$ cat src/shared/timer16_pkg.sv
// Function
// - Flags register at 0x000 shows pending sources
// - Software writes clear pending flags
// - Bits 0-3 compare, bit 4 capture, W1C
// - Run-control register at 0x004
// - Bit 0 enables, bit 1 holds counters reset
// - 16-bit count advances every limit+1 cycles or selected edges
// - Divider at limit: count increments, divider clears
// - Divider count readable and writable
// - Compare-action register at 0x014 per channel
// - Four compares: reset, stop, interrupt on match
// - Stop-on-match halts counters, clears enable bit
// - Capture control at 0x028 selects edges, interrupt
// - Capture edge copies count into snapshot
// - External-output control at 0x03c drives pins
// - Count-source register at 0x070 selects mode
// - PWM register at 0x074 switches pins
// - Implemented bits reset to zero
// - Two instances differ only in base address
package timer16_pkg;
    localparam int OFF_W = 12;
    localparam logic [OFF_W-1:0] OFF_FLAGS = 12'h000;
    localparam logic [OFF_W-1:0] OFF_RUN = 12'h004;
    localparam logic [OFF_W-1:0] OFF_COUNT = 12'h008;
    localparam logic [OFF_W-1:0] OFF_DIVLIM = 12'h00c;
    localparam logic [OFF_W-1:0] OFF_DIVCNT = 12'h010;
    localparam logic [OFF_W-1:0] OFF_ACTION = 12'h014;
    localparam logic [OFF_W-1:0] OFF_CMP0 = 12'h018;
    localparam logic [OFF_W-1:0] OFF_CMP1 = 12'h01c;
    localparam logic [OFF_W-1:0] OFF_CMP2 = 12'h020;
    localparam logic [OFF_W-1:0] OFF_CMP3 = 12'h024;
    localparam logic [OFF_W-1:0] OFF_CAPCTL = 12'h028;
    localparam logic [OFF_W-1:0] OFF_SNAP = 12'h02c;
    localparam logic [OFF_W-1:0] OFF_EXTOUT = 12'h03c;
    localparam logic [OFF_W-1:0] OFF_RSV_LO = 12'h040;
    localparam logic [OFF_W-1:0] OFF_RSV_HI = 12'h06c;
    localparam logic [OFF_W-1:0] OFF_SRCSEL = 12'h070;
    localparam logic [OFF_W-1:0] OFF_PWM = 12'h074;
    localparam logic [31:0] BASE_FIRST = 32'h4000c000;
    localparam logic [31:0] BASE_SECOND = 32'h40010000;
    localparam int NUM_CMP = 4;
    localparam int FLAG_CAP_BIT = 4;
    localparam int RUN_EN_BIT = 0;
    localparam int RUN_RST_BIT = 1;
    localparam int ACT_INT = 0;
    localparam int ACT_RST = 1;
    localparam int ACT_STOP = 2;
    localparam int ACT_STRIDE = 3;
    localparam int CAP_RISE_BIT = 0;
    localparam int CAP_FALL_BIT = 1;
    localparam int CAP_INT_BIT = 2;
    localparam int EXT_CTL_LSB = 4;
    localparam logic [1:0] EXT_NOP = 2'h0;
    localparam logic [1:0] EXT_CLEAR = 2'h1;
    localparam logic [1:0] EXT_SET = 2'h2;
    localparam logic [1:0] EXT_TOGGLE = 2'h3;
    localparam logic [1:0] MODE_TIMER = 2'h0;
    localparam logic [1:0] MODE_RISE = 2'h1;
    localparam logic [1:0] MODE_FALL = 2'h2;
    localparam logic [1:0] MODE_BOTH = 2'h3;
    localparam logic [31:0] RESET_VALUE = 32'h0;

    typedef struct packed {
        logic sel;
        logic write;
        logic [31:0] addr;
        logic [31:0] wdata;
    } reg_req_t;
endpackage : timer16_pkg

$ cat src/verilog/sync_two_flop.sv
`timescale 1ns/1ps
`default_nettype none
module sync_two_flop #(
    parameter int WIDTH = 1
) (
    input wire logic clk,
    input wire logic rstN,
    input wire logic [WIDTH-1:0] d,
    output logic [WIDTH-1:0] q
);
    logic [WIDTH-1:0] stage;

    always_ff @(posedge clk or negedge rstN) begin
        if (!rstN) begin
            stage <= '0;
            q <= '0;
        end else begin
            stage <= d;
            q <= stage;
        end
    end
endmodule : sync_two_flop
`default_nettype wire

$ cat src/verilog/timer16_top.sv
`timescale 1ns/1ps
`default_nettype none
module timer16_top
    import timer16_pkg::*;
#(
    parameter logic [31:0] BASE_ADDR = BASE_FIRST,
    parameter int NUM_OUTS = 3,
    parameter int COUNT_W = 16
) (
    input wire logic clk,
    input wire logic nrst,
    input wire reg_req_t regReq,
    output logic [31:0] regRdata,
    output logic regReadValid,
    input wire logic captureInput,
    output logic [NUM_OUTS-1:0] compareOutPins,
    output logic irq
);
    logic [1:0] rstPipe;
    logic rstN;
    logic capSync;
    logic capPrev;

    always_ff @(posedge clk or negedge nrst) begin
        if (!nrst) begin
            rstPipe <= 2'h0;
        end else begin
            rstPipe <= {rstPipe[0], 1'b1};
        end
    end
    assign rstN = rstPipe[1];

    sync_two_flop #(.WIDTH(1)) capSyncer (
        .clk(clk),
        .rstN(rstN),
        .d(captureInput),
        .q(capSync)
    );

    logic [4:0] flags, next_flags;
    logic [1:0] runCtrl, next_runCtrl;
    logic [COUNT_W-1:0] count, next_count;
    logic [COUNT_W-1:0] divLimit, next_divLimit;
    logic [COUNT_W-1:0] divCount, next_divCount;
    logic [11:0] action, next_action;
    logic [COUNT_W-1:0] cmpVal [NUM_CMP];
    logic [COUNT_W-1:0] next_cmpVal [NUM_CMP];
    logic [2:0] capCtl, next_capCtl;
    logic [COUNT_W-1:0] snapshot, next_snapshot;
    logic [11:0] extOut, next_extOut;
    logic [3:0] srcSel, next_srcSel;
    logic [3:0] pwmCtl, next_pwmCtl;
    logic [31:0] next_regRdata;
    logic [NUM_OUTS-1:0] next_pins;
    logic next_irq;

    logic hit, wr, rd;
    logic [OFF_W-1:0] off;
    logic capRise, capFall, capEvt, advance, running, tick;
    logic [NUM_CMP-1:0] match, intHit, rstHit, stopHit;

    assign hit = regReq.sel && (regReq.addr[31:OFF_W] == BASE_ADDR[31:OFF_W]);
    assign wr = hit && regReq.write;
    assign rd = hit && !regReq.write;
    assign off = regReq.addr[OFF_W-1:0];
    assign capRise = capSync && !capPrev;
    assign capFall = !capSync && capPrev;
    assign capEvt = (capCtl[CAP_RISE_BIT] && capRise)
        || (capCtl[CAP_FALL_BIT] && capFall);

    // Count source selection
    always_comb begin
        case (srcSel[1:0])
            MODE_TIMER: advance = 1'b1;
            MODE_RISE: advance = capRise;
            MODE_FALL: advance = capFall;
            MODE_BOTH: advance = capRise || capFall;
            default: advance = 1'b0;
        endcase
    end

    assign running = runCtrl[RUN_EN_BIT] && !runCtrl[RUN_RST_BIT];
    assign tick = running && advance && (divCount == divLimit);

    // Per-channel match and pin drive
    genvar ch;
    generate
        for (ch = 0; ch < NUM_CMP; ch++) begin : g_cmp
            assign match[ch] = tick && (count == cmpVal[ch]);
            assign intHit[ch] = match[ch] && action[ch*ACT_STRIDE+ACT_INT];
            assign rstHit[ch] = match[ch] && action[ch*ACT_STRIDE+ACT_RST];
            assign stopHit[ch] = match[ch] && action[ch*ACT_STRIDE+ACT_STOP];
            if (ch < NUM_OUTS) begin : g_pin
                assign next_pins[ch] = pwmCtl[ch] ? (count >= cmpVal[ch])
                    : next_extOut[ch];
            end
        end
    endgenerate

    // Register state and counting
    always_comb begin
        next_flags = flags;
        next_runCtrl = runCtrl;
        next_count = count;
        next_divLimit = divLimit;
        next_divCount = divCount;
        next_action = action;
        next_cmpVal = cmpVal;
        next_capCtl = capCtl;
        next_snapshot = snapshot;
        next_extOut = extOut;
        next_srcSel = srcSel;
        next_pwmCtl = pwmCtl;
        if (running && advance) begin
            next_divCount = tick ? '0 : divCount + 1'b1;
        end
        if (tick) begin
            next_count = (|rstHit) ? '0 : count + 1'b1;
        end
        for (int i = 0; i < NUM_OUTS; i++) begin
            if (match[i]) begin
                case (extOut[EXT_CTL_LSB+2*i +: 2])
                    EXT_CLEAR: next_extOut[i] = 1'b0;
                    EXT_SET: next_extOut[i] = 1'b1;
                    EXT_TOGGLE: next_extOut[i] = !extOut[i];
                    default: next_extOut[i] = extOut[i];
                endcase
            end
        end
        if (wr) begin
            case (off)
                OFF_FLAGS: next_flags = flags & ~regReq.wdata[4:0];
                OFF_RUN: next_runCtrl = regReq.wdata[1:0];
                OFF_COUNT: next_count = regReq.wdata[COUNT_W-1:0];
                OFF_DIVLIM: next_divLimit = regReq.wdata[COUNT_W-1:0];
                OFF_DIVCNT: next_divCount = regReq.wdata[COUNT_W-1:0];
                OFF_ACTION: next_action = regReq.wdata[11:0];
                OFF_CMP0: next_cmpVal[0] = regReq.wdata[COUNT_W-1:0];
                OFF_CMP1: next_cmpVal[1] = regReq.wdata[COUNT_W-1:0];
                OFF_CMP2: next_cmpVal[2] = regReq.wdata[COUNT_W-1:0];
                OFF_CMP3: next_cmpVal[3] = regReq.wdata[COUNT_W-1:0];
                OFF_CAPCTL: next_capCtl = regReq.wdata[2:0];
                OFF_EXTOUT: next_extOut = regReq.wdata[11:0];
                OFF_SRCSEL: next_srcSel = regReq.wdata[3:0];
                OFF_PWM: next_pwmCtl = regReq.wdata[3:0];
                default: next_flags = next_flags;
            endcase
        end
        next_flags[NUM_CMP-1:0] = next_flags[NUM_CMP-1:0] | intHit;
        if (capEvt && capCtl[CAP_INT_BIT]) begin
            next_flags[FLAG_CAP_BIT] = 1'b1;
        end
        if (capEvt) begin
            next_snapshot = count;
        end
        if (|stopHit) begin
            next_runCtrl[RUN_EN_BIT] = 1'b0;
        end
        if (runCtrl[RUN_RST_BIT]) begin
            next_count = '0;
            next_divCount = '0;
        end
        next_irq = |next_flags;
    end

    // Read data
    always_comb begin
        next_regRdata = RESET_VALUE;
        if (rd) begin
            case (off)
                OFF_FLAGS: next_regRdata[4:0] = flags;
                OFF_RUN: next_regRdata[1:0] = runCtrl;
                OFF_COUNT: next_regRdata[COUNT_W-1:0] = count;
                OFF_DIVLIM: next_regRdata[COUNT_W-1:0] = divLimit;
                OFF_DIVCNT: next_regRdata[COUNT_W-1:0] = divCount;
                OFF_ACTION: next_regRdata[11:0] = action;
                OFF_CMP0: next_regRdata[COUNT_W-1:0] = cmpVal[0];
                OFF_CMP1: next_regRdata[COUNT_W-1:0] = cmpVal[1];
                OFF_CMP2: next_regRdata[COUNT_W-1:0] = cmpVal[2];
                OFF_CMP3: next_regRdata[COUNT_W-1:0] = cmpVal[3];
                OFF_CAPCTL: next_regRdata[2:0] = capCtl;
                OFF_SNAP: next_regRdata[COUNT_W-1:0] = snapshot;
                OFF_EXTOUT: next_regRdata[11:0] = extOut;
                OFF_SRCSEL: next_regRdata[3:0] = srcSel;
                OFF_PWM: next_regRdata[3:0] = pwmCtl;
                default: next_regRdata = RESET_VALUE;
            endcase
        end
    end

    always_ff @(posedge clk or negedge rstN) begin
        if (!rstN) begin
            flags <= '0;
            runCtrl <= '0;
            count <= '0;
            divLimit <= '0;
            divCount <= '0;
            action <= '0;
            for (int i = 0; i < NUM_CMP; i++) begin
                cmpVal[i] <= '0;
            end
            capCtl <= '0;
            snapshot <= '0;
            extOut <= '0;
            srcSel <= '0;
            pwmCtl <= '0;
            capPrev <= 1'b0;
            regRdata <= '0;
            regReadValid <= 1'b0;
            compareOutPins <= '0;
            irq <= 1'b0;
        end else begin
            flags <= next_flags;
            runCtrl <= next_runCtrl;
            count <= next_count;
            divLimit <= next_divLimit;
            divCount <= next_divCount;
            action <= next_action;
            cmpVal <= next_cmpVal;
            capCtl <= next_capCtl;
            snapshot <= next_snapshot;
            extOut <= next_extOut;
            srcSel <= next_srcSel;
            pwmCtl <= next_pwmCtl;
            capPrev <= capSync;
            regRdata <= next_regRdata;
            regReadValid <= rd;
            compareOutPins <= next_pins;
            irq <= next_irq;
        end
    end

    logic wrCount;
    assign wrCount = wr && (off == OFF_COUNT || off == OFF_DIVCNT);
endmodule : timer16_top
`default_nettype wire

$ cat config.mk
export PLATFORM = sky130hd
export DESIGN_NAME = timer16_top
export DESIGN_NICKNAME = d
export VERILOG_FILES = /design/src/shared/timer16_pkg.sv /design/src/verilog/sync_two_flop.sv /design/src/verilog/timer16_top.sv
export SDC_FILE = /design/constraint.sdc
export NUM_CORES = 1
export LEC_CHECK = 0
export ABC_CLOCK_PERIOD_IN_PS = 17100
export BUFFER_PORTS_ARGS = -buffer_cell sky130_fd_sc_hd__clkbuf_2
export CORE_MARGIN = 5
export CORE_UTILIZATION = 40
export CTS_BUF_LIST = sky130_fd_sc_hd__clkbuf_4 sky130_fd_sc_hd__clkbuf_8
export CTS_CLUSTER_SIZE = 28
export DETAILED_ROUTE_END_ITERATION = 6
export PLACE_DENSITY = 0.69
export REMOVE_ABC_BUFFERS = 1
export SETUP_SLACK_MARGIN = 0.4
export SYNTH_ARGS = -nofsm -noshare
export SYNTH_HDL_FRONTEND = slang
export SYNTH_SLANG_ARGS = --single-unit
$ cat constraint.sdc
create_clock -name clk -period 17.1 [get_ports clk]
set_clock_uncertainty 0.15 [all_clocks]
set_input_delay 1.71 -clock clk [delete_from_list [all_inputs] [get_ports clk]]
set_output_delay 1.71 -clock clk [all_outputs]
set_load 0.02 [all_outputs]
==> flow_results.org, run 1 <==
** Critical path
- Largest incremental delay on the critical path :: 930 ps
- Startpoint types :: input pin
- Element type at the critical path end :: register
- The signal on the critical path passes through clkbuf_2 > or4_4 > nor3_4 > and3_1 > nand2_1 > mux2_2.
- Largest delay share family, worst path :: simple AND/OR/NAND/NOR gates
- Slowest cell on crit path :: sky130_fd_sc_hd__and3_1
- The worst setup path is of the input pin to register kind.
- In this run the critical register-to-register path is launched from runCtrl[1].
- Data on the critical path arrives at its endpoint at 5050 ps.
- In this run the worst path has a maximum fanout of 17.
- Tracing the worst setup path back leads to its startpoint at regReq[32].
- Buffering stage count on the worst path with inverters included :: 1
- For flop-to-flop paths, the worst setup slack is 13500 ps.
- Worst EP required :: 17320 ps

** Global routing
- Global routing finished with a remaining overflow of 0.
- Global routing used 34.4% of the available met2 tracks.
- The first global-routing pass estimated 52700 µm of wire.
- Entering global routing, the biggest net connects 163 pins.
- Met3 track demand over resource in global routing :: 3.98%
- Number of antenna violations at the first check in global routing :: 0
- Layer with the highest usage after global routing :: met2
- Global Route met1 Usage :: 30.4%
- Global routing used 22.2% of the available tracks across all layers.
- Via count of the first global-routing pass :: 8735

** Floorplan
- Die extent in x :: 176 µm
- Die height :: 176 µm
- The floorplan step defined a die boundary enclosing 31100 µm².
- Placeable Area :: 27100 µm²
- The initial utilization of the core area, before any placement, comes to 40.8%.
- In this run the core area contains 60 standard-cell rows.
- During I/O placement, the number of pins put on the boundary was 106.

** Synthesis
- Predominant post-synthesis flop cell :: sky130_fd_sc_hd__dfrtp_1
- Mean area per synthesized cell :: 10.5 µm²
- Post-synth top area cell :: sky130_fd_sc_hd__dfrtp_1
- Library cell with the highest instance count after synthesis :: sky130_fd_sc_hd__dfrtp_1
- Sequential cells were found to cover 44.3% of the synthesized design area.
- Summing every instance area after synthesis gives 11100 µm².
- Yosys mapped a number of flops with a built-in enable equal to 0.
- For this run, the number of Yosys warnings is 0.
- After synthesis, the cell types taking the most area are sky130_fd_sc_hd__dfrtp_1 (44%), sky130_fd_sc_hd__mux2_2 (11%), sky130_fd_sc_hd__ha_1 (5.9%).
- Gate count after technology mapping :: 1057
- Synth async-reset ratio :: 100%
- Post-synthesis register bit count :: 196
- Sorting the synthesized cells by how often they occur yields sky130_fd_sc_hd__dfrtp_1 (196), sky130_fd_sc_hd__mux2_2 (107), sky130_fd_sc_hd__nand2_1 (91).
- Synth top area share :: 44.3%
- Netlist cell types :: 66

** Cells and area
- Area growth from synthesis to final layout :: 9.05%
- For this run, the share of the core covered by cells in the final layout is 44.5%.
- The repair_antennas step left the layout with diodes totalling 0.
- The net count of the finished layout is 1217.
- Share of cells above drive strength 1 :: 23.2%

** Pwr
- After layout, the design draws a total of 796 µW.
- Worst supply voltage drop on vdd :: 35.2 µV
- P_int :: 595 µW
- Share of total power in sequential cells :: 58.5%
- Pleak :: 5.52 nW
- Clock share of power :: 37.7%
- In this run the power spent charging and discharging nets is 201 µW.
- Fraction of power spent switching nets :: 25.3%
- Share of power burned in combinational logic :: 3.8%
- Power per Cell Area :: 66.0 nW/µm²

** Clock network
- Cell chosen for the clock root :: sky130_fd_sc_hd__clkbuf_8
- Clock sinks :: 196
- Total setup buffers inserted after CTS :: 0
- Clock tree buffer depth :: 2
- Buffers inserted to repair hold after CTS numbered 0.
- Number of resized instances in the post-cts repair step :: 0
- Skew-Pair Late Insertion Delay :: 500 ps
- TritonCTS clock tree :: built
- The H-tree was split into 4 levels.
- Worst-path clk slew :: 100 ps
- Number of CTS-inserted buffers :: 17

** Outcome
- Outcome :: finished clean

** Drt
- Number of design rule violations left after detail routing :: 0
- Dividing the detail-routed wire length by the instance count gives 23.5 µm.
- Number of vias after detailed routing :: 8966
- DR vias/cell :: 6.05
- Remaining antenna violation count :: 0
- The first routing iteration left 1043 violations.
- First-pass iteration count of the detailed router :: 7
- Total wire length :: 34800 µm

** Flow run
- Max-cap check violation count :: 0

** Placed design
- At the end of routability-driven placement, the weighted congestion stood at 0.927.
- Detailed placement finished with a half-perimeter wire length of 24100 µm.
- During placement, the flow inserted port buffers numbering 73.
- Worst slack at placement :: 11860 ps

** STA
- At the pin with the least slew margin, the transition time is 1160 ps.
- The worst path in the final design needs a cycle of 4830 ps, including I/O delays and setup.
- For this run, the top clock speed supported by timing is 0.207 GHz.
- Final setup violation count :: 0
- Final worst slack :: 12270 ps
- The number of hold violations in the final report came to 0.
- Measured against its own limit, the worst slew margin works out to 22.7%.
- The final count of pins violating max slew came to 0.
- Unrepaired setup endpoints after global routing :: false
- Aggregate negative setup slack :: 0 ps
- After layout, the worst path uses 28.3% of the clock period.

** Min path
- Kind of path behind the tightest hold check :: register to async pin
-- final timing paths --
kind,end,depth (start not counted)
worst max-delay path,cmpVal[24],6
worst min-delay path,irq,0
worst max register to register,count[15],7
worst min register to register,irq,0
max in group asynchronous,cmpVal[62],1
min in group clk,capSyncer.q,0
-- power by group through the flow --
stage          sequential [mW]  clock (mW)  combinational [mW]
6_report                 0.466       0.300              0.0306
5_1_grt                  0.466       0.318              0.0341
4_1_cts                  0.466       0.302              0.0310
3_5_place_dp             0.475           0              0.0309
3_3_place_gp             0.475           0              0.0305
2_1_floorplan            0.480           0             0.00740
-- cell type report --
cell class | count | area [µm²]
flip-flops and latches | 196 | 4910
multi-input cells | 734 | 5620
clock buffers | 21 | 270
inverters | 63 | 236
fillers | 2536 | 15000
clock inverters | 11 | 105
well taps | 372 | 465
repair buffers | 84 | 460
-- sequential cells by signal, summed over array words and instances (netlist names), 2 cells and up --
register / count
extOut: 12
count: 16
capCtl: 3
snapshot: 16
pwmCtl: 4
regRdata: 16
flags: 5
srcSel: 4
divLimit: 16
rstPipe: 2
runCtrl: 2
divCount: 16
compareOutPins: 3
cmpVal: 64
action: 12
-- cells in the final DEF, fill, tap and decap left out, types with 5 or more instances in the layout --
cell type                  count
sky130_fd_sc_hd__a22oi_1      21
sky130_fd_sc_hd__nand2_1      91
sky130_fd_sc_hd__clkbuf_8     18
sky130_fd_sc_hd__and2_1       10
sky130_fd_sc_hd__dfrtp_1     195
sky130_fd_sc_hd__o21ai_0      30
sky130_fd_sc_hd__clkbuf_2     73
sky130_fd_sc_hd__a21oi_1      32
sky130_fd_sc_hd__a21o_1       10
sky130_fd_sc_hd__and3_1        9
sky130_fd_sc_hd__a21boi_0      6
sky130_fd_sc_hd__mux2_2      107
sky130_fd_sc_hd__ha_1         52
sky130_fd_sc_hd__a221oi_1     29
sky130_fd_sc_hd__a31o_2        5
sky130_fd_sc_hd__nor2b_1       7
sky130_fd_sc_hd__nand2b_1      5
sky130_fd_sc_hd__nand4_1      32
sky130_fd_sc_hd__xor2_1       14
sky130_fd_sc_hd__a222oi_1      5
sky130_fd_sc_hd__a22o_1       27
sky130_fd_sc_hd__or4_1         5
sky130_fd_sc_hd__nor2_1       27
sky130_fd_sc_hd__conb_1       17
sky130_fd_sc_hd__nor4_1       16
sky130_fd_sc_hd__inv_1        63
sky130_fd_sc_hd__mux2_4       10
sky130_fd_sc_hd__nor3_1       17
sky130_fd_sc_hd__a31oi_1      19
sky130_fd_sc_hd__xnor2_1      45
sky130_fd_sc_hd__buf_4        10
sky130_fd_sc_hd__nand3_1      26
-- worst register-to-register path: stages (launching register included) --
cell and delay, ps:
sky130_fd_sc_hd__dfrtp_1 690, sky130_fd_sc_hd__nand2b_1 320, sky130_fd_sc_hd__a21oi_1 490, sky130_fd_sc_hd__and2_1 310, sky130_fd_sc_hd__nand4_1 540, sky130_fd_sc_hd__or4_1 680, sky130_fd_sc_hd__xor2_1 170, sky130_fd_sc_hd__o21ai_0 180
-- logic make-up after synthesis --
group           after synthesis  share of synthesized area [%]
flops                       196                           44.3
mux                         119                           12.4
other cells                   2                         0.0679
fa+ha+maj                    52                           5.88
xor+xnor                     59                           4.67
simple gates                275                           13.3
buf+inv                     142                           5.60
compound gates              212                           13.7
-- routing by layer --
metal  wire length (µm)  vias to the layer above
met3               3490                      125
li1                   -                     3901
met1              14100                     4385
met5                  0                        -
met2              15600                      555
met4               1620                        0
-- per-stage QoR --
step / std cells / cell area (µm²) / hold WS, ps
3_3_place_gp: 1449 / 11700 / 149
3_5_place_dp: 1449 / 11700 / 159
4_1_cts: 1481 / 12100 / 171
5_1_grt: 1481 / 12100 / 186
2_1_floorplan: 993 / 10700 / 181
6_report: 1481 / 12100 / 139
(Power assumes the default switching activity.)
==> run 2: changes to the inputs <==
--- a/config.mk
+++ b/config.mk
@@ -5,7 +5,7 @@
 export SDC_FILE = /design/constraint.sdc
 export NUM_CORES = 1
 export LEC_CHECK = 0
-export ABC_CLOCK_PERIOD_IN_PS = 17100
+export ABC_CLOCK_PERIOD_IN_PS = 4450
 export BUFFER_PORTS_ARGS = -buffer_cell sky130_fd_sc_hd__clkbuf_2
 export CORE_MARGIN = 5
 export CORE_UTILIZATION = 40
==> constraint.sdc (replaced) <==
create_clock -name clk -period 4.45 [get_ports clk]
set_clock_uncertainty 0.15 [all_clocks]
set_input_delay 0.445 -clock clk [delete_from_list [all_inputs] [get_ports clk]]
set_output_delay 0.445 -clock clk [all_outputs]
set_load 0.02 [all_outputs]
==> run 2 against run 1 <==
Net effect:
- setup slack lost 11000 ps
- cell area is 1.0% higher
- routed wire length down 1.1%
- die area unchanged
- first-iteration DRC count is 6.5% lower
- combinational power increased to 4.2 times the previous value
- register-to-register slack got worse by 12000 ps
- hold slack got worse by 21 ps
- core utilization is 0.44 points higher
- clock power rose to 4.0 times the previous value
- final cell count up 0.81%
==> flow_results.org, run 2 (synthesis gave the netlist of run 1 again) <==
** Outcome
- Outcome :: finished clean

** Flow run
- The number of max-cap violations is 0 (unchanged).

** Drt
- DR iter-0 viols :: 975 (-6.5%)
- The number of routed nets with antenna violations was 0 (unchanged).
- First-pass iteration count of the detailed router :: 5 (-2)
- DR vias/cell :: 6.00 (-0.87%)
- Number of vias after detailed routing :: 8960 (-0.067%)
- The final routed DRC violation total is 0 (unchanged).
- Total wire length :: 34400 µm (-1.1%)
- Routed wire per std cell :: 23.1 µm (-1.9%)

** Placed design
- The number of I/O port buffers was 73 (unchanged).
- Routability congestion estimate :: 0.957 (+3.2%)
- Placed Instances :: 1460 (+0.76%)
- The half-perimeter wire length after detailed placement is 24600 µm (+2.4%).
- The pre-CTS worst setup slack is 898 ps (-10960 ps).
- The post-place instance area was 11800 µm² (+0.65%).

** Floorplan
- The starting density of the core is 40.8% (unchanged).
- Die outline area :: 31100 µm² (unchanged)
- The die width was 176 µm (unchanged).
- Die height :: 176 µm (unchanged)
- The cell row count came to 60 (unchanged).
- I/O pin count :: 106 (unchanged)
- Placeable Area :: 27100 µm² (unchanged)

** Global routing
- The first-pass GRT wire length came to 53300 µm (+1.2%).
- The leftover overflow at the end of global routing came to 0 (unchanged).
- Pin count of the biggest net entering global routing :: 195 (+20%)
- Number of antenna violations at the first check in global routing :: 1 (+1)
- Via count of the first global-routing pass :: 8844 (+1.2%)
- Overall global routing resource usage :: 22.4% (+0.20 points)

** Critical path
- Cell occurring most often along the worst timing path :: sky130_fd_sc_hd__buf_4
- The critical path data required time came to 4660 ps (-12660 ps).
- Worst Reg2Reg Path Length in Cells :: 9 (+2)
- Max Fanout on Critical Path :: 21 (+4)
- Critical path arrival :: 3480 ps (-1570 ps)
- The worst setup path is launched from a register.
- Logic depth of the worst setup path including buffers :: 9 (+3)
- Buffering stage count on the worst path with inverters included :: 2 (+1)
- Start point of the critical path :: runCtrl[1]
- Worst-path cell chain :: buf_4 > nand2b_1 > a21oi_1 > nand2_1 > nor3_2 > buf_4 > and4_1 > nor3_1 > o31a_1
- STA classifies the critical path endpoint as a register.
- Slowest cell on crit path :: sky130_fd_sc_hd__nor3_2
- Largest incremental delay on the critical path :: 560 ps (-370 ps)
- The setup slack on the worst flop-to-flop path was 1180 ps (-12320 ps).
- Largest delay share family, worst path :: simple AND/OR/NAND/NOR gates
- Critical setup path kind :: register to register
- The endpoint identified for the worst register-to-register timing path is compareOutPins[0].
- Reg-to-Reg Start :: runCtrl[1]

** STA
- The worst max-slew margin expressed relative to the limit was 28.1% (+5.4 points).
- Number of pins with negative max-slew slack in the final report :: 0 (unchanged)
- After layout, the worst path uses 73.5% of the clock period.
- The final worst setup slack is 1180 ps (-11090 ps).
- Maximum clock frequency :: 0.306 GHz
- Final setup violation count :: 0 (unchanged)
- Min Hold Slack :: 119 ps (-20.6 ps)
- The aggregate negative setup slack came to 0 ps (unchanged).
- The number of hold violations in the final report is 0 (unchanged).
- Tightest Pin Transition :: 1080 ps (-79.9 ps)
- After layout, the minimum clock period comes to 3270 ps.
- Unrepaired setup endpoints after global routing :: false

** Clock network
- Skew-Pair Late Insertion Delay :: 490 ps (about the same)
- The tree is rooted in a sky130_fd_sc_hd__clkbuf_8.
- The number of levels the H-tree was split into is 4 (unchanged).
- Number of CTS-inserted buffers :: 17 (unchanged)
- Clock tree buffer depth :: 2 (unchanged)
- The number of clock sinks seen by CTS was 196 (unchanged).
- Total setup buffers inserted after CTS :: 0 (unchanged)
- The clock transition at the register clock pins on the worst setup and hold paths after CTS was 110 ps (about the same).
- TritonCTS clock tree :: built

** Cells and area
- From synthesis to final layout, the design area changed by 10.1%.
- Ranked by flip-flop count, first place goes to cmpVal.
- The count of inserted antenna diode cells is 0 (unchanged).
- The proportion of layout cells with a drive suffix above 1 was 23.8% (+0.64 points).
- The library cell used most frequently in the layout, excluding fill and tap cells, is sky130_fd_sc_hd__dfrtp_1.
- Final non-filler cell area :: 12200 µm² (+1.0%)
- Final core utilization :: 44.9% (+0.44 points)
- The library cells used most frequently in the layout, excluding fill and tap cells, are sky130_fd_sc_hd__dfrtp_1 (195), sky130_fd_sc_hd__mux2_2 (107), sky130_fd_sc_hd__nand2_1 (91), sky130_fd_sc_hd__clkbuf_2 (73), sky130_fd_sc_hd__inv_1 (63).
- The final net count came to 1230 (+1.1%).
- Number of non-filler instances in the completed layout :: 1493 (+0.81%)
- Number of flip-flops in the largest register :: 64 (unchanged)

** Min path
- In this run the worst hold path is classified as input pin to async pin.

** Pwr
- Worst supply voltage drop on vdd :: 183 µV (+420%)
- The leakage component of the power is 5.59 nW (+1.3%).
- Final total power :: 3.12 mW (+290%)
- The power per cell area came to 256 nW/µm² (+290%).
==> run 2: cell count changes in the layout (fill, tap and decap cells not counted), sizes merged <==
cell         previous run  this run
buf                    11        22
clkbuf                 94        91
inv                    64        67
clkinvlp                4         2
dlygate4sd3             0         2
bufinv                  1         2
==> run 2: timing repair <==
| item | CTS | global route |
|---|---|---|
| endpoints found under the hold margin | 3 | 0 |
| hold buffers | 2 | 0 |
| resized for setup | 0 | 0 |
==> run 2: where the power goes <==
| group | switching (mW) | internal (mW) |
|---|---|---|
| sequential | 0.00127 | 1.78 |
| combinational | 0.100 | 0.0271 |
| clock | 0.683 | 0.522 |
| total | 0.784 | 2.33 |
==> run 2: final cells by class <==
class	count	area (µm²)
multi-input combinational	734	5610
inverter	63	236
clock buffer	18	248
clock inverter	13	151
fill	2544	14900
timing repair buffer	97	563
sequential	196	4910
tap	372	465
==> run 2: layer usage <==
metal | part of all wire [%] | vias to the layer above | routed length (µm) | track usage [%]
met5 | 0.038 | - | 13 | 0
met2 | 45 | 524 | 15400 | 34.3
li1 | - | 3933 | - | -
met4 | 4.0 | 2 | 1380 | 9.19
met1 | 40 | 4405 | 13900 | 31.0
met3 | 11 | 96 | 3740 | 4.75
==> run 2: worst max-delay path by stage <==
stage                         to  slack [ps]
2_1_floorplan          action[0]       -1570
3_3_place_gp          cmpVal[54]         930
3_5_place_dp          cmpVal[58]         900
4_1_cts        compareOutPins[0]        1280
5_1_grt        compareOutPins[0]        1040
6_report       compareOutPins[0]        1180
